<file path="config.mk">
export PLATFORM = sky130hd
export DESIGN_NAME = mcr_metering_core_register_map
export DESIGN_NICKNAME = d
export VERILOG_FILES = /design/src/rtl/mcr_pkg.sv /design/src/rtl/mcr_metering_core_register_map.sv
export SDC_FILE = /design/constraint.sdc
export NUM_CORES = 1
export LEC_CHECK = 0
export BUFFER_PORTS_ARGS = -buffer_cell sky130_fd_sc_hd__buf_2
export CAP_MARGIN = 10
export CORE_MARGIN = 4
export CORE_UTILIZATION = 52
export CTS_BUF_LIST = sky130_fd_sc_hd__clkbuf_16
export DETAILED_ROUTE_END_ITERATION = 8
export PLACE_DENSITY = 0.77
export SLEW_MARGIN = 20
export SYNTH_ARGS = -nofsm -noshare
export SYNTH_HDL_FRONTEND = slang
export SYNTH_SLANG_ARGS = --single-unit
</file>
<file path="constraint.sdc">
create_clock -name sys_clk -period 3.6 [get_ports sys_clk]
set_input_delay 0 -clock sys_clk [delete_from_list [all_inputs] [get_ports sys_clk]]
set_output_delay 0 -clock sys_clk [all_outputs]
set_load 0.05 [all_outputs]
</file>
<file path="src/rtl/mcr_pkg.sv">
package mcr_pkg;

	////////////////////////////////////////////////////////////////////////////
	// Pointer byte and data byte layout
	localparam int unsigned BYTE_W = 8;
	localparam int unsigned ADDR_W = 7;
	localparam int unsigned WORD_W = 24;
	localparam int unsigned CFG_W = 16;
	localparam int unsigned PTR_WRITE_BIT = 7;

	////////////////////////////////////////////////////////////////////////////
	// Field positions
	localparam int unsigned SWRST_BIT = 7;
	localparam int unsigned FREQSEL_BIT = 1;
	localparam int unsigned W12 = 12;
	localparam int unsigned W16 = 16;

	////////////////////////////////////////////////////////////////////////////
	// Internal register addresses
	localparam logic [6:0] A_REACT_ACC = 7'h04;
	localparam logic [6:0] A_REACT_ACC_CLR = 7'h05;
	localparam logic [6:0] A_REACT_SYNC = 7'h06;
	localparam logic [6:0] A_APP_ACC = 7'h07;
	localparam logic [6:0] A_APP_ACC_CLR = 7'h08;
	localparam logic [6:0] A_APP_SYNC = 7'h09;
	localparam logic [6:0] A_PERIOD_RATE = 7'h0A;
	localparam logic [6:0] A_CFG_ONE = 7'h0B;
	localparam logic [6:0] A_CFG_TWO = 7'h0C;
	localparam logic [6:0] A_WAVE_SEL = 7'h0D;
	localparam logic [6:0] A_NO_LOAD = 7'h0E;
	localparam logic [6:0] A_ACCUM_CFG = 7'h0F;
	localparam logic [6:0] A_PHASE_CAL = 7'h10;
	localparam logic [6:0] A_ZX_TIMEOUT = 7'h11;
	localparam logic [6:0] A_LINE_CYC = 7'h12;
	localparam logic [6:0] A_SAG_CYC = 7'h13;
	localparam logic [6:0] A_SAG_LVL = 7'h14;
	localparam logic [6:0] A_CUR_PK_LVL = 7'h15;
	localparam logic [6:0] A_VOLT_PK_LVL = 7'h16;
	localparam logic [6:0] A_CUR_PEAK = 7'h17;
	localparam logic [6:0] A_CUR_PEAK_CLR = 7'h18;
	localparam logic [6:0] A_VOLT_PEAK = 7'h19;
	localparam logic [6:0] A_VOLT_PEAK_CLR = 7'h1A;
	localparam logic [6:0] A_AMP_GAIN = 7'h1B;
	localparam logic [6:0] A_CUR2_GAIN = 7'h1C;
	localparam logic [6:0] A_ACT_GAIN = 7'h1D;
	localparam logic [6:0] A_REACT_GAIN = 7'h1E;
	localparam logic [6:0] A_APP_GAIN = 7'h1F;
	localparam logic [6:0] A_ACT_OFS = 7'h20;
	localparam logic [6:0] A_REACT_OFS = 7'h21;
	localparam logic [6:0] A_IRMS_OFS = 7'h22;
	localparam logic [6:0] A_VRMS_OFS = 7'h23;
	localparam logic [6:0] A_ACT_DIV = 7'h24;
	localparam logic [6:0] A_REACT_DIV = 7'h25;
	localparam logic [6:0] A_APP_DIV = 7'h26;
	localparam logic [6:0] A_PULSE1_NUM = 7'h27;
	localparam logic [6:0] A_PULSE1_DEN = 7'h28;
	localparam logic [6:0] A_PULSE2_NUM = 7'h29;
	localparam logic [6:0] A_PULSE2_DEN = 7'h2A;
	localparam logic [6:0] A_CAL_SEL = 7'h3D;
	localparam int unsigned CFG_FIRST = 11;
	localparam int unsigned CFG_LAST = 61;

	////////////////////////////////////////////////////////////////////////////
	// Write masks and reset values
	localparam logic [15:0] MASK_NONE = 16'h0000;
	localparam logic [15:0] MASK8 = 16'h00FF;
	localparam logic [15:0] MASK12 = 16'h0FFF;
	localparam logic [15:0] MASK16 = 16'hFFFF;
	localparam logic [15:0] RST_CFG_ONE = 16'h0006;
	localparam logic [15:0] RST_CFG_TWO = 16'h0040;
	localparam logic [15:0] RST_PHASE_CAL = 16'h0040;
	localparam logic [15:0] RST_ZX_TIMEOUT = 16'h0FFF;
	localparam logic [15:0] RST_LINE_CYC = 16'hFFFF;
	localparam logic [15:0] RST_SAG_CYC = 16'h00FF;
	localparam logic [15:0] RST_PK_LVL = 16'hFFFF;
	localparam logic [15:0] RST_PULSE_DEN = 16'h003F;
	localparam logic [15:0] RST_ZERO = 16'h0000;

	typedef enum logic {MCR_IDLE, MCR_XFER} mcr_xfer_t;

endpackage

</file>
<file path="src/rtl/mcr_metering_core_register_map.sv">
`timescale 1ns/1ns

////////////////////////////////////////////////////////////////////////////////
module mcr_metering_core_register_map (
	// Clock and reset
	input wire logic sys_clk,
	input wire logic sys_rst,
	// Indirect access writes from the microcontroller
	input wire logic pointer_wr,
	input wire logic data_low_wr,
	input wire logic data_mid_wr,
	input wire logic data_high_wr,
	input wire logic [7:0] sfr_wdata,
	// Indirect access readback
	output logic [7:0] indirect_pointer_byte,
	output logic [7:0] indirect_data_low,
	output logic [7:0] indirect_data_mid,
	output logic [7:0] indirect_data_high,
	output logic access_busy,
	// Measurement chain inputs
	input wire logic reactive_energy_valid,
	input wire logic [23:0] reactive_energy_inc,
	input wire logic apparent_energy_valid,
	input wire logic [23:0] apparent_energy_inc,
	input wire logic half_cycle_tick,
	input wire logic [15:0] line_period_meas,
	input wire logic [15:0] line_rate_meas,
	input wire logic current_peak_valid,
	input wire logic [23:0] current_peak_sample,
	input wire logic voltage_peak_valid,
	input wire logic [15:0] voltage_peak_sample,
	// Window end, for accumulators kept elsewhere
	output logic line_window_end,
	// Configuration towards the signal chain
	output logic [7:0] basic_config_one,
	output logic [7:0] basic_config_two,
	output logic [7:0] waveform_select_cfg,
	output logic [7:0] no_load_threshold_cfg,
	output logic [7:0] accumulation_cfg,
	output logic [7:0] phase_calibration,
	output logic [11:0] zero_cross_timeout,
	output logic [15:0] line_cycle_count,
	output logic [7:0] sag_half_cycle_count,
	output logic [15:0] sag_threshold,
	output logic [15:0] current_peak_threshold,
	output logic [15:0] voltage_peak_threshold,
	output logic [7:0] input_amp_gain,
	output logic [11:0] second_current_match_gain,
	output logic [11:0] active_power_gain,
	output logic [11:0] reactive_power_gain,
	output logic [11:0] apparent_power_gain,
	output logic [15:0] active_power_offset,
	output logic [15:0] reactive_power_offset,
	output logic [11:0] current_rms_offset,
	output logic [11:0] voltage_rms_offset,
	output logic [7:0] active_energy_divider,
	output logic [7:0] reactive_energy_divider,
	output logic [7:0] apparent_energy_divider,
	output logic [15:0] pulse_out1_numerator,
	output logic [15:0] pulse_out1_denominator,
	output logic [15:0] pulse_out2_numerator,
	output logic [15:0] pulse_out2_denominator,
	output logic [7:0] calibration_select
);

	////////////////////////////////////////////////////////////////////////////
	// Register layout decoding
	function automatic logic [15:0] cfg_mask(input logic [6:0] a);
		case (a)
			mcr_pkg::A_CFG_ONE, mcr_pkg::A_CFG_TWO, mcr_pkg::A_WAVE_SEL,
			mcr_pkg::A_NO_LOAD, mcr_pkg::A_ACCUM_CFG, mcr_pkg::A_PHASE_CAL,
			mcr_pkg::A_SAG_CYC, mcr_pkg::A_AMP_GAIN, mcr_pkg::A_ACT_DIV,
			mcr_pkg::A_REACT_DIV, mcr_pkg::A_APP_DIV, mcr_pkg::A_CAL_SEL:
				cfg_mask = mcr_pkg::MASK8;
			mcr_pkg::A_ZX_TIMEOUT, mcr_pkg::A_CUR2_GAIN, mcr_pkg::A_ACT_GAIN,
			mcr_pkg::A_REACT_GAIN, mcr_pkg::A_APP_GAIN, mcr_pkg::A_IRMS_OFS,
			mcr_pkg::A_VRMS_OFS:
				cfg_mask = mcr_pkg::MASK12;
			mcr_pkg::A_LINE_CYC, mcr_pkg::A_SAG_LVL, mcr_pkg::A_CUR_PK_LVL,
			mcr_pkg::A_VOLT_PK_LVL, mcr_pkg::A_ACT_OFS, mcr_pkg::A_REACT_OFS,
			mcr_pkg::A_PULSE1_NUM, mcr_pkg::A_PULSE1_DEN, mcr_pkg::A_PULSE2_NUM,
			mcr_pkg::A_PULSE2_DEN:
				cfg_mask = mcr_pkg::MASK16;
			default: cfg_mask = mcr_pkg::MASK_NONE;
		endcase
	endfunction

	function automatic logic [15:0] cfg_reset(input logic [6:0] a);
		case (a)
			mcr_pkg::A_CFG_ONE: cfg_reset = mcr_pkg::RST_CFG_ONE;
			mcr_pkg::A_CFG_TWO: cfg_reset = mcr_pkg::RST_CFG_TWO;
			mcr_pkg::A_PHASE_CAL: cfg_reset = mcr_pkg::RST_PHASE_CAL;
			mcr_pkg::A_ZX_TIMEOUT: cfg_reset = mcr_pkg::RST_ZX_TIMEOUT;
			mcr_pkg::A_LINE_CYC: cfg_reset = mcr_pkg::RST_LINE_CYC;
			mcr_pkg::A_SAG_CYC: cfg_reset = mcr_pkg::RST_SAG_CYC;
			mcr_pkg::A_CUR_PK_LVL: cfg_reset = mcr_pkg::RST_PK_LVL;
			mcr_pkg::A_VOLT_PK_LVL: cfg_reset = mcr_pkg::RST_PK_LVL;
			mcr_pkg::A_PULSE1_DEN: cfg_reset = mcr_pkg::RST_PULSE_DEN;
			mcr_pkg::A_PULSE2_DEN: cfg_reset = mcr_pkg::RST_PULSE_DEN;
			default: cfg_reset = mcr_pkg::RST_ZERO;
		endcase
	endfunction

	// Phase calibration stays zero-extended: one-byte reads must clear upper bytes
	function automatic logic cfg_signed(input logic [6:0] a);
		cfg_signed = (a >= mcr_pkg::A_CUR2_GAIN) && (a <= mcr_pkg::A_VRMS_OFS);
	endfunction

	function automatic logic [23:0] cfg_extend(input logic [6:0] a, input logic [15:0] v);
		logic [15:0] m;
		m = cfg_mask(a);
		if (cfg_signed(a) && m == mcr_pkg::MASK12) begin
			cfg_extend = {{12{v[mcr_pkg::W12-1]}}, v[mcr_pkg::W12-1:0]};
		end else if (cfg_signed(a) && m == mcr_pkg::MASK16) begin
			cfg_extend = {{8{v[mcr_pkg::W16-1]}}, v};
		end else begin
			cfg_extend = {8'h00, v & m};
		end
	endfunction

	////////////////////////////////////////////////////////////////////////////
	// State
	mcr_pkg::mcr_xfer_t state;
	mcr_pkg::mcr_xfer_t next_state;
	logic [15:0] cfg_mem [mcr_pkg::CFG_FIRST:mcr_pkg::CFG_LAST];
	logic [23:0] react_acc;
	logic [23:0] app_acc;
	logic [23:0] react_win;
	logic [23:0] app_win;
	logic [23:0] react_sync;
	logic [23:0] app_sync;
	logic [23:0] cur_peak;
	logic [15:0] volt_peak;
	logic [15:0] half_cnt;
	logic soft_rst;

	////////////////////////////////////////////////////////////////////////////
	// Transfer decode
	wire rst_all = sys_rst | soft_rst;
	wire xfer = (state == mcr_pkg::MCR_XFER);
	wire [6:0] xaddr = indirect_pointer_byte[mcr_pkg::ADDR_W-1:0];
	wire xfer_wr = xfer & indirect_pointer_byte[mcr_pkg::PTR_WRITE_BIT];
	wire xfer_rd = xfer & ~indirect_pointer_byte[mcr_pkg::PTR_WRITE_BIT];
	wire is_cfg = (xaddr >= 7'(mcr_pkg::CFG_FIRST)) && (xaddr <= 7'(mcr_pkg::CFG_LAST));
	wire [15:0] wr_mask = cfg_mask(xaddr);
	wire [15:0] wr_word = {indirect_data_mid, indirect_data_low} & wr_mask;
	wire swrst_hit = xfer_wr && xaddr == mcr_pkg::A_CFG_ONE
		&& indirect_data_low[mcr_pkg::SWRST_BIT];
	wire clr_react = xfer_rd && xaddr == mcr_pkg::A_REACT_ACC_CLR;
	wire clr_app = xfer_rd && xaddr == mcr_pkg::A_APP_ACC_CLR;
	wire clr_cur_pk = xfer_rd && xaddr == mcr_pkg::A_CUR_PEAK_CLR;
	wire clr_volt_pk = xfer_rd && xaddr == mcr_pkg::A_VOLT_PEAK_CLR;

	// Host must leave the access alone while it is in flight
	assign next_state = (state == mcr_pkg::MCR_IDLE && pointer_wr) ?
		mcr_pkg::MCR_XFER : mcr_pkg::MCR_IDLE;
	assign access_busy = xfer;

	////////////////////////////////////////////////////////////////////////////
	// Read selection
	wire [23:0] rd_cfg [mcr_pkg::CFG_FIRST:mcr_pkg::CFG_LAST];
	genvar g;
	generate
		for (g = mcr_pkg::CFG_FIRST; g <= mcr_pkg::CFG_LAST; g++) begin : g_rd
			assign rd_cfg[g] = cfg_extend(7'(g), cfg_mem[g]);
		end
	endgenerate

	wire freq_sel = basic_config_two[mcr_pkg::FREQSEL_BIT];
	wire [15:0] period_rate = freq_sel ? line_rate_meas : line_period_meas;
	wire is_react = xaddr == mcr_pkg::A_REACT_ACC || xaddr == mcr_pkg::A_REACT_ACC_CLR;
	wire is_app = xaddr == mcr_pkg::A_APP_ACC || xaddr == mcr_pkg::A_APP_ACC_CLR;
	wire is_cpk = xaddr == mcr_pkg::A_CUR_PEAK || xaddr == mcr_pkg::A_CUR_PEAK_CLR;
	wire is_vpk = xaddr == mcr_pkg::A_VOLT_PEAK || xaddr == mcr_pkg::A_VOLT_PEAK_CLR;
	wire [23:0] rd_word =
		is_react ? react_acc :
		is_app ? app_acc :
		(xaddr == mcr_pkg::A_REACT_SYNC) ? react_sync :
		(xaddr == mcr_pkg::A_APP_SYNC) ? app_sync :
		(xaddr == mcr_pkg::A_PERIOD_RATE) ? {8'h00, period_rate} :
		is_cpk ? cur_peak :
		is_vpk ? {8'h00, volt_peak} :
		is_cfg ? rd_cfg[xaddr] :
		24'h000000;

	////////////////////////////////////////////////////////////////////////////
	// Energy accumulation
	wire [23:0] react_term = reactive_energy_valid ? reactive_energy_inc : 24'h000000;
	wire [23:0] app_term = apparent_energy_valid ? apparent_energy_inc : 24'h000000;
	wire [23:0] react_acc_sum = react_acc + react_term;
	wire [23:0] app_acc_sum = app_acc + app_term;
	wire [23:0] react_win_sum = react_win + react_term;
	wire [23:0] app_win_sum = app_win + app_term;
	wire [15:0] next_half_cnt = half_cnt + 16'h0001;
	// A zero count closes a window on every half cycle
	wire window_end = half_cycle_tick && (next_half_cnt >= line_cycle_count);

	// An increment landing on the clearing read survives it
	always_ff @(posedge sys_clk) begin
		if (rst_all) begin
			react_acc <= 24'h000000;
			app_acc <= 24'h000000;
		end else begin
			react_acc <= clr_react ? react_term : react_acc_sum;
			app_acc <= clr_app ? app_term : app_acc_sum;
		end
	end

	always_ff @(posedge sys_clk) begin
		if (rst_all) begin
			half_cnt <= 16'h0000;
			react_win <= 24'h000000;
			app_win <= 24'h000000;
			react_sync <= 24'h000000;
			app_sync <= 24'h000000;
			line_window_end <= 1'b0;
		end else begin
			line_window_end <= window_end;
			if (window_end) begin
				half_cnt <= 16'h0000;
				react_win <= 24'h000000;
				app_win <= 24'h000000;
				react_sync <= react_win_sum;
				app_sync <= app_win_sum;
			end else begin
				if (half_cycle_tick) begin
					half_cnt <= next_half_cnt;
				end
				react_win <= react_win_sum;
				app_win <= app_win_sum;
			end
		end
	end

	////////////////////////////////////////////////////////////////////////////
	// Peak capture
	wire cur_up = current_peak_valid && current_peak_sample > cur_peak;
	wire volt_up = voltage_peak_valid && voltage_peak_sample > volt_peak;
	wire [23:0] cur_fresh = current_peak_valid ? current_peak_sample : 24'h000000;
	wire [15:0] volt_fresh = voltage_peak_valid ? voltage_peak_sample : 16'h0000;

	always_ff @(posedge sys_clk) begin
		if (rst_all) begin
			cur_peak <= 24'h000000;
			volt_peak <= 16'h0000;
		end else begin
			if (clr_cur_pk) begin
				cur_peak <= cur_fresh;
			end else if (cur_up) begin
				cur_peak <= current_peak_sample;
			end
			if (clr_volt_pk) begin
				volt_peak <= volt_fresh;
			end else if (volt_up) begin
				volt_peak <= voltage_peak_sample;
			end
		end
	end

	////////////////////////////////////////////////////////////////////////////
	// Configuration store; read-only and gap addresses carry an empty mask

	always_ff @(posedge sys_clk) begin
		if (rst_all) begin
			for (int i = mcr_pkg::CFG_FIRST; i <= mcr_pkg::CFG_LAST; i++) begin
				cfg_mem[i] <= cfg_reset(7'(i));
			end
		end else if (xfer_wr && is_cfg) begin
			cfg_mem[xaddr] <= wr_word;
		end
	end

	// Soft reset comes one cycle after the write and restores every default except the transfer state, pointer and data bytes
	always_ff @(posedge sys_clk) begin
		soft_rst <= !sys_rst && swrst_hit;
	end

	////////////////////////////////////////////////////////////////////////////
	// Pointer and data bytes
	always_ff @(posedge sys_clk) begin
		if (sys_rst) begin
			state <= mcr_pkg::MCR_IDLE;
			indirect_pointer_byte <= 8'h00;
			indirect_data_low <= 8'h00;
			indirect_data_mid <= 8'h00;
			indirect_data_high <= 8'h00;
		end else begin
			state <= next_state;
			if (xfer_rd) begin
				indirect_data_low <= rd_word[mcr_pkg::BYTE_W-1:0];
				indirect_data_mid <= rd_word[2*mcr_pkg::BYTE_W-1:mcr_pkg::BYTE_W];
				indirect_data_high <= rd_word[mcr_pkg::WORD_W-1:2*mcr_pkg::BYTE_W];
			end else if (!xfer) begin
				if (pointer_wr) begin
					indirect_pointer_byte <= sfr_wdata;
				end
				indirect_data_low <= data_low_wr ? sfr_wdata : indirect_data_low;
				indirect_data_mid <= data_mid_wr ? sfr_wdata : indirect_data_mid;
				indirect_data_high <= data_high_wr ? sfr_wdata : indirect_data_high;
			end
		end
	end

	////////////////////////////////////////////////////////////////////////////
	// Configuration outputs
	assign basic_config_one = cfg_mem[mcr_pkg::A_CFG_ONE][7:0];
	assign basic_config_two = cfg_mem[mcr_pkg::A_CFG_TWO][7:0];
	assign waveform_select_cfg = cfg_mem[mcr_pkg::A_WAVE_SEL][7:0];
	assign no_load_threshold_cfg = cfg_mem[mcr_pkg::A_NO_LOAD][7:0];
	assign accumulation_cfg = cfg_mem[mcr_pkg::A_ACCUM_CFG][7:0];
	assign phase_calibration = cfg_mem[mcr_pkg::A_PHASE_CAL][7:0];
	assign zero_cross_timeout = cfg_mem[mcr_pkg::A_ZX_TIMEOUT][11:0];
	assign line_cycle_count = cfg_mem[mcr_pkg::A_LINE_CYC];
	assign sag_half_cycle_count = cfg_mem[mcr_pkg::A_SAG_CYC][7:0];
	assign sag_threshold = cfg_mem[mcr_pkg::A_SAG_LVL];
	assign current_peak_threshold = cfg_mem[mcr_pkg::A_CUR_PK_LVL];
	assign voltage_peak_threshold = cfg_mem[mcr_pkg::A_VOLT_PK_LVL];
	assign input_amp_gain = cfg_mem[mcr_pkg::A_AMP_GAIN][7:0];
	assign second_current_match_gain = cfg_mem[mcr_pkg::A_CUR2_GAIN][11:0];
	assign active_power_gain = cfg_mem[mcr_pkg::A_ACT_GAIN][11:0];
	assign reactive_power_gain = cfg_mem[mcr_pkg::A_REACT_GAIN][11:0];
	assign apparent_power_gain = cfg_mem[mcr_pkg::A_APP_GAIN][11:0];
	assign active_power_offset = cfg_mem[mcr_pkg::A_ACT_OFS];
	assign reactive_power_offset = cfg_mem[mcr_pkg::A_REACT_OFS];
	assign current_rms_offset = cfg_mem[mcr_pkg::A_IRMS_OFS][11:0];
	assign voltage_rms_offset = cfg_mem[mcr_pkg::A_VRMS_OFS][11:0];
	assign active_energy_divider = cfg_mem[mcr_pkg::A_ACT_DIV][7:0];
	assign reactive_energy_divider = cfg_mem[mcr_pkg::A_REACT_DIV][7:0];
	assign apparent_energy_divider = cfg_mem[mcr_pkg::A_APP_DIV][7:0];
	assign pulse_out1_numerator = cfg_mem[mcr_pkg::A_PULSE1_NUM];
	assign pulse_out1_denominator = cfg_mem[mcr_pkg::A_PULSE1_DEN];
	assign pulse_out2_numerator = cfg_mem[mcr_pkg::A_PULSE2_NUM];
	assign pulse_out2_denominator = cfg_mem[mcr_pkg::A_PULSE2_DEN];
	assign calibration_select = cfg_mem[mcr_pkg::A_CAL_SEL][7:0];

endmodule

</file>
# Word-level counts from Yosys, hierarchy flattened
# Memories as Yosys holds them, arrays and structs flattened. A register that Yosys moved wholly into a read port is not among the register bits.
# Cells that the tools add are included.
# word_totals
regBits	235
ramBits	816
romBits	1024
inputBits	139
output_inout_bits	374
word_cells	129
n_memories	2
# memory_table
memory	depth	word_bits	read_ports	rd_clocked_by_memory_dff	wr	line_no	text
(no name shown)	64	16	1	1	0	mcr_metering_core_register_map.sv:69	case (a)
cfg_mem	51	16	29	0	51	mcr_metering_core_register_map.sv:125	logic [15:0] cfg_mem [mcr_pkg::CFG_FIRST:mcr_pkg::CFG_LAST];
# op_classes
add_sub_neg	5
order_cmp	6
n_eq_ne	13
muxes	50
bitwise_logic	8
reduce_logical	29
# op_table
operator	count
$mux W24	17
$mux W16	13
$bmux W24 S6	1
$add A24 B24 Y24	4
$mux W8	9
$eq A7 B3 Y1 const B	4
$eq A7 B4 Y1 const B	4
$eq A7 B5 Y1 const B	4
$gt A24 B24 Y1	1
$mux W6	3
$add A16 B1 Y16 const B	1
$and A16 B16 Y16	1
$ge A16 B16 Y1	1
$gt A16 B16 Y1	1
$reduce_or A16 Y1	1
$logic_and A1 B1 Y1	13
$reduce_bool A2 Y1	5
$ge A8 B7 Y1 const B	1
$not A7 Y8	1
$ge A7 B4 Y1 const B	1
$le A7 B6 Y1 const B	1
$mux W1	7
$reduce_and A2 Y1	3
$logic_or A1 B1 Y1	4
7 further kinds	10

# Depth between registers and ports, before layout
# Gate-level depths: netlist of run 1.
# logic_depth
word_depth	13
depth_mapped	20
ltp_nobuf	19

# Least setup slack after synthesis of run 1
# OpenSTA, ideal clock, no wires.
# synth_path
path_type	flip-flop to flip-flop
from	reg indirect_pointer_byte[1]
to	mem cfg_mem[18][0] (enable)
setup_time_ns	0.411
arrival_time_ns	3.324
required_time_ns	3.189
path_slack_ns	-0.135
stages_incl_launch_ff	9
n_path_buf	2
period_less_slack_ns	3.735
cell_sequence	dfxtp_1 buf_2 and2_1 buf_2 o21ai_1 a21oi_2 o2111ai_1 or3_1 o21ai_0
# synth_rtl
item	line_no	text
from (decl)	mcr_metering_core_register_map.sv:15	output logic [7:0] indirect_pointer_byte,
from (signal assigned)	mcr_metering_core_register_map.sv:295	indirect_pointer_byte <= sfr_wdata;
to (decl)	mcr_metering_core_register_map.sv:125	

# Final worst setup path of run 1
# layout_path
from	reg indirect_pointer_byte[5]
to	reg cur_peak[11]
# layout_via
elab_chain_len	3
elab_cells_between_ends	4
classes_between	1 x eq/ne; 1 x mux; 2 x reduce/logical
# layout_rtl
item	line_no	text
$eq A7 B5 Y1 *	mcr_metering_core_register_map.sv:151	wire clr_cur_pk = xfer_rd && xaddr == mcr_pkg::A_CUR_PEAK_CLR;
$logic_and A1 B1 Y1 *	mcr_metering_core_register_map.sv:151	
$mux W24 / $reduce_bool A2 Y1 (equally long branches)	--	
to (signal assigned)	mcr_metering_core_register_map.sv:248	cur_peak <= cur_fresh;
to (signal assigned)	mcr_metering_core_register_map.sv:250	cur_peak <= current_peak_sample;
to (decl)	mcr_metering_core_register_map.sv:132	logic [23:0] cur_peak;
# Every way passes the cells marked *; elsewhere a longest branch is shown, timed or not.
# A chain may end at the register's enable or synchronous reset.

==> results of run 1 <==
==> what timing repair did <==
action | in CTS | in global routing
endpoints found under the setup margin | 0 | 90
hold buffers | 185 | 0
setup buffers | 0 | 1
hold endpoints to repair | 147 | 0
gates resized for setup | 0 | 11
==> flip-flops by register name, summed over array words and instances, names as in the netlist, 8 cells and up, named ones only <==
register and cells:
indirect_data_low 8, app_acc 24, indirect_pointer_byte 8, volt_peak 16
react_acc 24, app_sync 24, app_win 24, react_sync 24
cur_peak 24, cfg_mem 340, indirect_data_mid 8, half_cnt 16
react_win 24, indirect_data_high 8
==> layer usage <==
layer / wire [microns] / vias to the layer above / share of wire (%) / track usage, %
met5: 0 / - / 0 / 0
met4: 7750 / 0 / 6.2 / 18.1
met3: 18500 / 459 / 15 / 12.6
met2: 56000 / 2318 / 45 / 59.2
met1: 42900 / 14100 / 34 / 46.8
li1: - / 13000 / - / -
==> cell usage after synthesis (all sizes together), types with 63 or more instances <==
cell type and n:
nor2 547, nand2 357, edfxtp 340, dfxtp 238
a21oi 212, o21ai 159, ha 152, clkbuf 131
inv 87, mux2i 84, buf 66, nand3 65
and2 63
==> through the flow <==
stage               hold slack, ns  TNS (ns)  cell area [sq um]  worst slack [ns]
floorplan                    0.147         0              31100            0.0611
CTS                       0.000539         0              38700            0.0321
global route                0.0645   -0.0521              38800           -0.0236
detailed placement           0.263         0              34800           0.00797
finish                      0.0305         0              38800             0.153
global placement             0.257         0              34800            0.0643
==> power breakdown <==
part           switching [mW]  leakage, nW  internal, mW
clock                    2.86         1.02          3.68
sequential              0.319         5.18          7.32
combinational            2.29         9.23          1.24
==> layout make-up <==
| class | instances | area share [%] |
|---|---|---|
| clock inverter | 53 | 1.35 |
| tap | 773 | 2.49 |
| timing repair buffer | 807 | 13.8 |
| sequential | 578 | 38.7 |
| multi-input combinational | 2361 | 38.9 |
| antenna | 2 | 0.0129 |
| inverter | 87 | 0.842 |
| clock buffer | 61 | 3.94 |
==> worst max-delay path: stages, from the launching register on <==
cell           delay (ns)
dfxtp_1              0.51
nand2b_1             0.35
buf_4                0.25
nor2_1               0.18
nand2_1              0.20
nor2_1               0.16
a21oi_1              0.07
nand2_1              0.26
buf_4                0.41
mux2i_1              0.29
nor2_1               0.06
dlygate4sd3_1        0.56
==> how the worst max path moves through the flow <==
stage                     end  slack (ns)  cells past startpoint
5_1_grt          app_sync[11]       -0.02                     20
6_report         cur_peak[11]        0.15                     11
3_3_place_gp     app_sync[20]        0.06                     15
3_5_place_dp     app_sync[16]       0.008                     15
2_1_floorplan  cfg_mem[21][0]        0.06                      9
4_1_cts          app_sync[16]        0.03                     15
==> cell families after synthesis <==
logic type	share of synthesized area, %
AO/OA/AOI/OAI	15.1
flip-flops	48.1
AND/OR/NAND/NOR	17.4
adder cells (fa/ha/maj)	6.37
XOR/XNOR	2.78
multiplexers	6.46
buffers and inverters	3.76
==> results.rst, run 1 <==
.. list-table::
   :header-rows: 1

   * - Metric
     - Value
   * - Fraction of final layout cells sized beyond drive strength 1
     - 20.7%
   * - Fraction of the core area covered by cells at the end of the flow
     - 65.6%
   * - Number of enable-type register cells in the synthesized netlist
     - 340
   * - Cell type contributing the most total cell area after synthesis
     - edfxtp_1
   * - Cell leakage power
     - 15.4 nW
   * - Y dimension of the die
     - 253 microns
   * - Final antenna-violating net count
     - 0
   * - Count of input and output buffers
     - 512
   * - Count of clock tree sinks
     - 578
   * - Die Area
     - 63,900 sq um
   * - Remaining Overflow, GRT
     - 0
   * - Width of the die
     - 253 microns
   * - Cell Area, Synth
     - 31,100 sq um
   * - Global routing usage summed across all routing layers
     - 37.6%
   * - Remaining routing DRC violations
     - 0
   * - Arrival time of the worst setup path
     - 3.96 ns
   * - Worst Hold Depth
     - 6
   * - Dominant synthesized flop cell
     - edfxtp_1
   * - Max-capacitance violation count
     - 0
   * - Initial core utilization
     - 52.7%
   * - Maximum achievable frequency
     - 290 MHz
   * - PD cells
     - 457 nW/um^2
   * - TritonCTS clock tree
     - yes
   * - Portion of synthesized cell area occupied by the leading cell type
     - 32.8%
   * - Via count
     - 29,800
   * - Clock insertion delay at the later pin of the skew report
     - 0.68 ns
   * - Commonest cells after routing, fill and taps aside
     - 540 x nor2_1, 512 x buf_2, 353 x nand2_1
   * - Boundary pin count
     - 513
   * - Most area-consuming cells after synthesis
     - edfxtp_1 33%, dfxtp_1 15%, nor2_1 6.5%
   * - Number of distinct library cell variants in the gate-level netlist after synthesis
     - 83
   * - Total number of placement rows
     - 89
   * - Required time of the critical path
     - 4.11 ns
   * - Maximum number of pins on one net before global-route repair
     - 58
   * - Vias per cell
     - 6.32
   * - First-pass GRT wire length
     - 181 mm
   * - Number of non-filler instances in the completed layout
     - 4,722
   * - Synthesized netlist net count
     - 3,518
   * - Clock transition at the registers of the reported paths
     - 0.07 ns
   * - Initial antenna violation count
     - 2
   * - Max-slew violation total from the final report
     - 0
   * - Fill count
     - 4,610
   * - Worst-case headroom to the max-slew limit
     - 23.5%
   * - Largest driver fanout on the critical path
     - 20
   * - Capturing element type of the critical path
     - flop
   * - Placeable Area
     - 59,100 sq um
   * - CP startpoint kind
     - flop
   * - Destination of the worst register-to-register timing path
     - cur_peak[11]
   * - H-tree level count
     - 2
   * - Area of the multi-input gates
     - 15,100 sq um
   * - Leading cell type in the layout, fill and taps excluded
     - nor2_1
   * - Total power consumption of the routed design
     - 17.7 mW
   * - Register bit total from synthesis
     - 578
   * - Actual transition at the worst max-transition pin
     - 1.14 ns
   * - Routed wire length
     - 125 mm
   * - Worst-case register-to-register setup slack
     - 0.15 ns
   * - Worst setup skew after layout
     - 0.0729 ns
   * - Clock tree buffer depth
     - 3
   * - Worst vdd rail ir drop
     - 0.438 mV
   * - Global placer's final weighted congestion
     - 1.02
   * - Final hold vios
     - 0
   * - Clk Tree Root Cell
     - clkbuf_16
   * - Starting DRC count in detailed routing
     - 4,528
   * - Outcome
     - finished, final reports clean
   * - Count of placed standard cells including taps
     - 4,419
   * - Storage element area
     - 15,000 sq um
   * - Warning count from the yosys run
     - 0
   * - Area growth from synthesis to layout
     - 24.5%
   * - R2R depth
     - 11
   * - Reg-to-Reg Start
     - indirect_pointer_byte[5]
   * - Final clock period utilization by the worst path
     - 95.7%
   * - Kind of critical path
     - flop to flop
   * - Final routed wire length divided by cell count
     - 26.5 microns
   * - Clock buffers created by TritonCTS
     - 61
   * - Gate Count Post-Synth
     - 3,223
   * - Vias in the first global route
     - 28,100
   * - HPWL reported at the end of detailed placement
     - 91.5 mm
   * - HP Start
     - apparent_energy_inc[13]
   * - Worst setup startpoint
     - indirect_pointer_byte[5]
   * - Post-synth ARST share
     - 0%
   * - Number of nets in the layout
     - 4,191
   * - Classification of the worst-slack hold path
     - input pin to flop
   * - Final setup fails
     - 0
   * - Min Clock Period, post-route
     - 3.45 ns
   * - Hold-critical path endpoint
     - app_acc[13]
   * - Average instance area after synthesis
     - 9.66 sq um
   * - Seq/Total Area, Yosys
     - 48.1%
   * - Number of search-and-repair iterations in the first detailed-routing pass
     - 8
Power figures use the tool's default switching activity.
==> run 2: changes to the inputs <==
--- a/config.mk
+++ b/config.mk
@@ -8,10 +8,10 @@
 export BUFFER_PORTS_ARGS = -buffer_cell sky130_fd_sc_hd__buf_2
 export CAP_MARGIN = 10
 export CORE_MARGIN = 4
-export CORE_UTILIZATION = 52
-export CTS_BUF_LIST = sky130_fd_sc_hd__clkbuf_16
+export CORE_UTILIZATION = 53
+export CTS_BUF_LIST = sky130_fd_sc_hd__clkbuf_4 sky130_fd_sc_hd__clkbuf_8
 export DETAILED_ROUTE_END_ITERATION = 8
-export PLACE_DENSITY = 0.77
+export PLACE_DENSITY = 0.79
 export SLEW_MARGIN = 20
 export SYNTH_ARGS = -nofsm -noshare
 export SYNTH_HDL_FRONTEND = slang
==> run 2 against run 1 <==
Effect of this change:
- the run now ends with design-rule violations, negative setup slack left
- die area fell by 1.8%
- worst hold slack improved by 0.0024 ns
- maximum frequency fell by 4.9%
- power fell by 2.1%
- flip-flop and latch count did not move
- sequential power barely moved
- final cell count rose by 1.7%
- combinational power rose by 1%
- clock skew fell by 0.023 ns
- largest power group unchanged
==> results.rst, run 2 (synthesized netlist as in run 1, its figures left out) <==
.. list-table::
   :header-rows: 1

   * - Metric
     - Value
   * - Starting DRC count in detailed routing
     - 4,584 (was 4,528)
   * - Via count
     - 30,800 (was 29,800)
   * - Vias per cell
     - 6.41 (was 6.32)
   * - Arrival time of the worst setup path
     - 4.30 ns (was 3.96 ns)
   * - Detailed-routing wirelength on met1
     - 42.9 mm (about the same)
   * - Vias in the first global route
     - 29,400 (was 28,100)
   * - Clock insertion delay at the later pin of the skew report
     - 0.75 ns (was 0.68 ns)
   * - Largest stage delay, worst path
     - 0.61 ns (was 0.56 ns)
   * - Routed wire length
     - 129 mm (was 125 mm)
   * - Initial core utilization
     - 53.8% (was 52.7%)
   * - HP Start
     - apparent_energy_valid (was apparent_energy_inc[13])
   * - Setup repair after global routing missed its margin
     - true
   * - Min Clock Period, post-route
     - 3.62 ns (was 3.45 ns)
   * - Worst-case register-to-register setup slack
     - -0.02 ns (was 0.15 ns)
   * - Instance count on the critical path
     - 10 (was 11)
   * - Final setup fails
     - 1 (was 0)
   * - Instance area at placement
     - 34,800 sq um (about the same)
   * - List of cells traversed by the critical path
     - buf_4 > nor2b_1 > nand2_1 > buf_4 > o21ai_0 > nand2_1 > o2111ai_1 > o22ai_1 > a2111oi_0 > dlygate4sd3_1 (was nand2b_1 > buf_4 > nor2_1 > nand2_1 > nor2_1 > a21oi_1 > nand2_1 > buf_4 > mux2i_1 > nor2_1 > dlygate4sd3_1)
   * - Global routing usage summed across all routing layers
     - 39.4% (was 37.6%)
   * - Largest register by flop count
     - cfg_mem (unchanged)
   * - Worst vdd rail ir drop
     - 0.435 mV (was 0.438 mV)
   * - Classification of the worst-slack hold path
     - input pin to flop (unchanged)
   * - PD cells
     - 444 nW/um^2 (was 457 nW/um^2)
   * - Number of nets in the layout
     - 4,245 (was 4,191)
   * - Remaining routing DRC violations
     - 1 (was 0)
   * - Storage element area
     - 15,000 sq um (about the same)
   * - Width of the die
     - 250 microns (was 253 microns)
   * - Reg-to-Reg Start
     - indirect_pointer_byte[3] (was indirect_pointer_byte[5])
   * - Destination of the worst register-to-register timing path
     - indirect_data_low[3] (was cur_peak[11])
   * - Logic pwr share
     - 20.6% (was 19.9%)
   * - Clock transition at the registers of the reported paths
     - 0.06 ns (was 0.07 ns)
   * - H-tree level count
     - 3 (was 2)
   * - Met3 routed wirelength
     - 19.6 mm (was 18.5 mm)
   * - Remaining Overflow, GRT
     - 0 (unchanged)
   * - Final antenna-violating net count
     - 0 (unchanged)
   * - Buf/Inv on CP
     - 3 (unchanged)
   * - Die Area
     - 62,700 sq um (was 63,900 sq um)
   * - Max-slew violation total from the final report
     - 0 (unchanged)
   * - Post-route cell area
     - 39,100 sq um (was 38,800 sq um)
   * - Maximum achievable frequency
     - 276 MHz (was 290 MHz)
   * - Fraction of the core area covered by cells at the end of the flow
     - 67.4% (was 65.6%)
   * - R2R depth
     - 10 (was 11)
   * - Final worst-path setup slack
     - -0.0225 ns (was 0.153 ns)
   * - HPWL reported at the end of detailed placement
     - 91.8 mm (was 91.5 mm)
   * - Y dimension of the die
     - 250 microns (was 253 microns)
   * - Worst-case headroom to the max-slew limit
     - 16.5% (was 23.5%)
   * - Largest driver fanout on the critical path
     - 33 (was 20)
   * - Initial antenna violation count
     - 11 (was 2)
   * - Fraction of final layout cells sized beyond drive strength 1
     - 22.2% (was 20.7%)
   * - Worst setup startpoint
     - indirect_pointer_byte[3] (was indirect_pointer_byte[5])
   * - Number of search-and-repair iterations in the first detailed-routing pass
     - 9 (was 8)
   * - Total number of placement rows
     - 88 (was 89)
   * - Clk Tree Root Cell
     - clkbuf_8 (was clkbuf_16)
   * - Critical path's slowest cell
     - dlygate4sd3_1 (unchanged)
   * - Commonest cells after routing, fill and taps aside
     - 540 x nor2_1, 511 x buf_2, 353 x nand2_1 (was 540 x nor2_1, 512 x buf_2, 353 x nand2_1)
   * - Leading cell type in the layout, fill and taps excluded
     - nor2_1 (unchanged)
   * - Boundary pin count
     - 513 (unchanged)
   * - First-pass GRT wire length
     - 188 mm (was 181 mm)
   * - CP startpoint kind
     - flop (unchanged)
   * - Required time of the critical path
     - 4.28 ns (was 4.11 ns)
   * - Worst Hold Depth
     - 4 (was 6)
   * - Relative contribution of the clock network to total power
     - 35.3% (was 36.9%)
   * - Count of input and output buffers
     - 512 (unchanged)
   * - Outcome
     - finished with violations (was finished, final reports clean)
   * - Cell leakage power
     - 15.6 nW (was 15.4 nW)
   * - Maximum number of pins on one net before global-route repair
     - 66 (was 58)
   * - Fill count
     - 4,436 (was 4,610)
   * - Post-route worst hold slack
     - 0.0330 ns (was 0.0305 ns)
   * - Global placer's final weighted congestion
     - 1.00 (was 1.02)
   * - Failing checks
     - design-rule violations, negative setup slack
   * - Largest delay contributor family on the critical path
     - compound AO/OA/AOI/OAI gates (was buffers and inverters)
   * - Area growth from synthesis to layout
     - 25.4% (was 24.5%)
   * - Capturing element type of the critical path
     - flop (unchanged)
   * - Hold-critical path endpoint
     - app_acc[15] (was app_acc[13])
   * - Final hold vios
     - 0 (unchanged)
   * - Flip-flop count of the largest register, all copies and words added
     - 340 (unchanged)
   * - Final routed wire length divided by cell count
     - 26.9 microns (was 26.5 microns)
   * - Worst setup skew after layout
     - 0.0495 ns (was 0.0729 ns)
   * - Internal power
     - 11.8 mW (was 12.2 mW)
   * - Clock buffers created by TritonCTS
     - 95 (was 61)
   * - Sequential cell fraction of total power
     - 44.1% (was 43.1%)
   * - Kind of critical path
     - flop to flop (unchanged)
   * - Net switching share of the total power
     - 32.1% (was 30.9%)
   * - Actual transition at the worst max-transition pin
     - 1.25 ns (was 1.14 ns)
   * - Final clock period utilization by the worst path
     - 101% (was 95.7%)
   * - Count of clock tree sinks
     - 578 (unchanged)
   * - Clock tree buffer depth
     - 3 (unchanged)
   * - Placeable Area
     - 57,900 sq um (was 59,100 sq um)
   * - Max Used Layer
     - met5 (was met4)
   * - TritonCTS clock tree
     - yes (unchanged)
   * - Sw Pwr
     - 5.56 mW (was 5.48 mW)
   * - Wire length on met2
     - 57.3 mm (was 56.0 mm)
   * - Area of the multi-input gates
     - 15,100 sq um (about the same)
   * - Max-capacitance violation count
     - 0 (unchanged)
run 2: cell count changes in the layout (fill, tap and decap cells not counted), sizes merged:
cell	change
bufinv	-5
dlygate4sd3	+14
clkbuf	+70
clkinv	+14
inv	-10
buf	+2
clkinvlp	-6
diode	+7
run 2: final cells by class:
cell class / instances / share of cell area [%]
Sequential cell: 578 / 38.4
Antenna cell: 9 / 0.0577
Clock buffer: 127 / 4.17
Multi-Input combinational cell: 2361 / 38.7
Timing Repair Buffer: 827 / 14.5
Tap cell: 765 / 2.45
Inverter: 87 / 0.836
Clock inverter: 46 / 0.878
run 2: what timing repair did:
action,CTS,global route
endpoints found under the setup margin,1,123
pin swaps,0,4
endpoints found under the hold margin,168,0
buffers inserted,0,4
hold buffers,199,0
resized for setup,0,22
cloned,1,4
run 2: worst max path at each step:
stage,to
after floorplan,cfg_mem[21][0]
after global placement,app_win[22]
after CTS,app_win[9]
after detailed placement,app_win[22]
after global routing,react_sync[22]
final,indirect_data_low[3]
run 2: through the flow:
stage	setup slack (ns)	cells	TNS, ns	total power [mW]
2_1_floorplan	0.0611	3223	0	9.92
4_1_cts	0.0324	4783	0	17.1
3_3_place_gp	0.0740	4410	0	10.9
3_5_place_dp	0.0185	4410	0	11.0
6_report	-0.0225	4800	-0.0225	17.4
5_1_grt	-0.115	4794	-0.634	17.9
run 2: power by group through the flow:
stage | logic [mW] | clock network, mW | registers, mW
after floorplan | 1.83 | 0 | 8.08
after global placement | 3.19 | 0 | 7.76
after detailed placement | 3.22 | 0 | 7.76
after CTS | 3.44 | 6.08 | 7.63
after global routing | 3.79 | 6.40 | 7.66
final | 3.58 | 6.12 | 7.65
run 2: worst register-to-register path: cells and delay by family (launching register included):
family                 cells  cell delay, ns
AO/OA/AOI/OAI              4            1.19
buffers and inverters      3            1.15
flip-flops                 1            0.36
AND/OR/NAND/NOR            3            0.85
run 2: routing by layer:
layer  global-route usage [%]  up-vias
li1                         -    13100
met1                     48.1    14500
met2                     61.1     2549
met3                     13.9      602
met4                     22.0        4
met5                        0        -
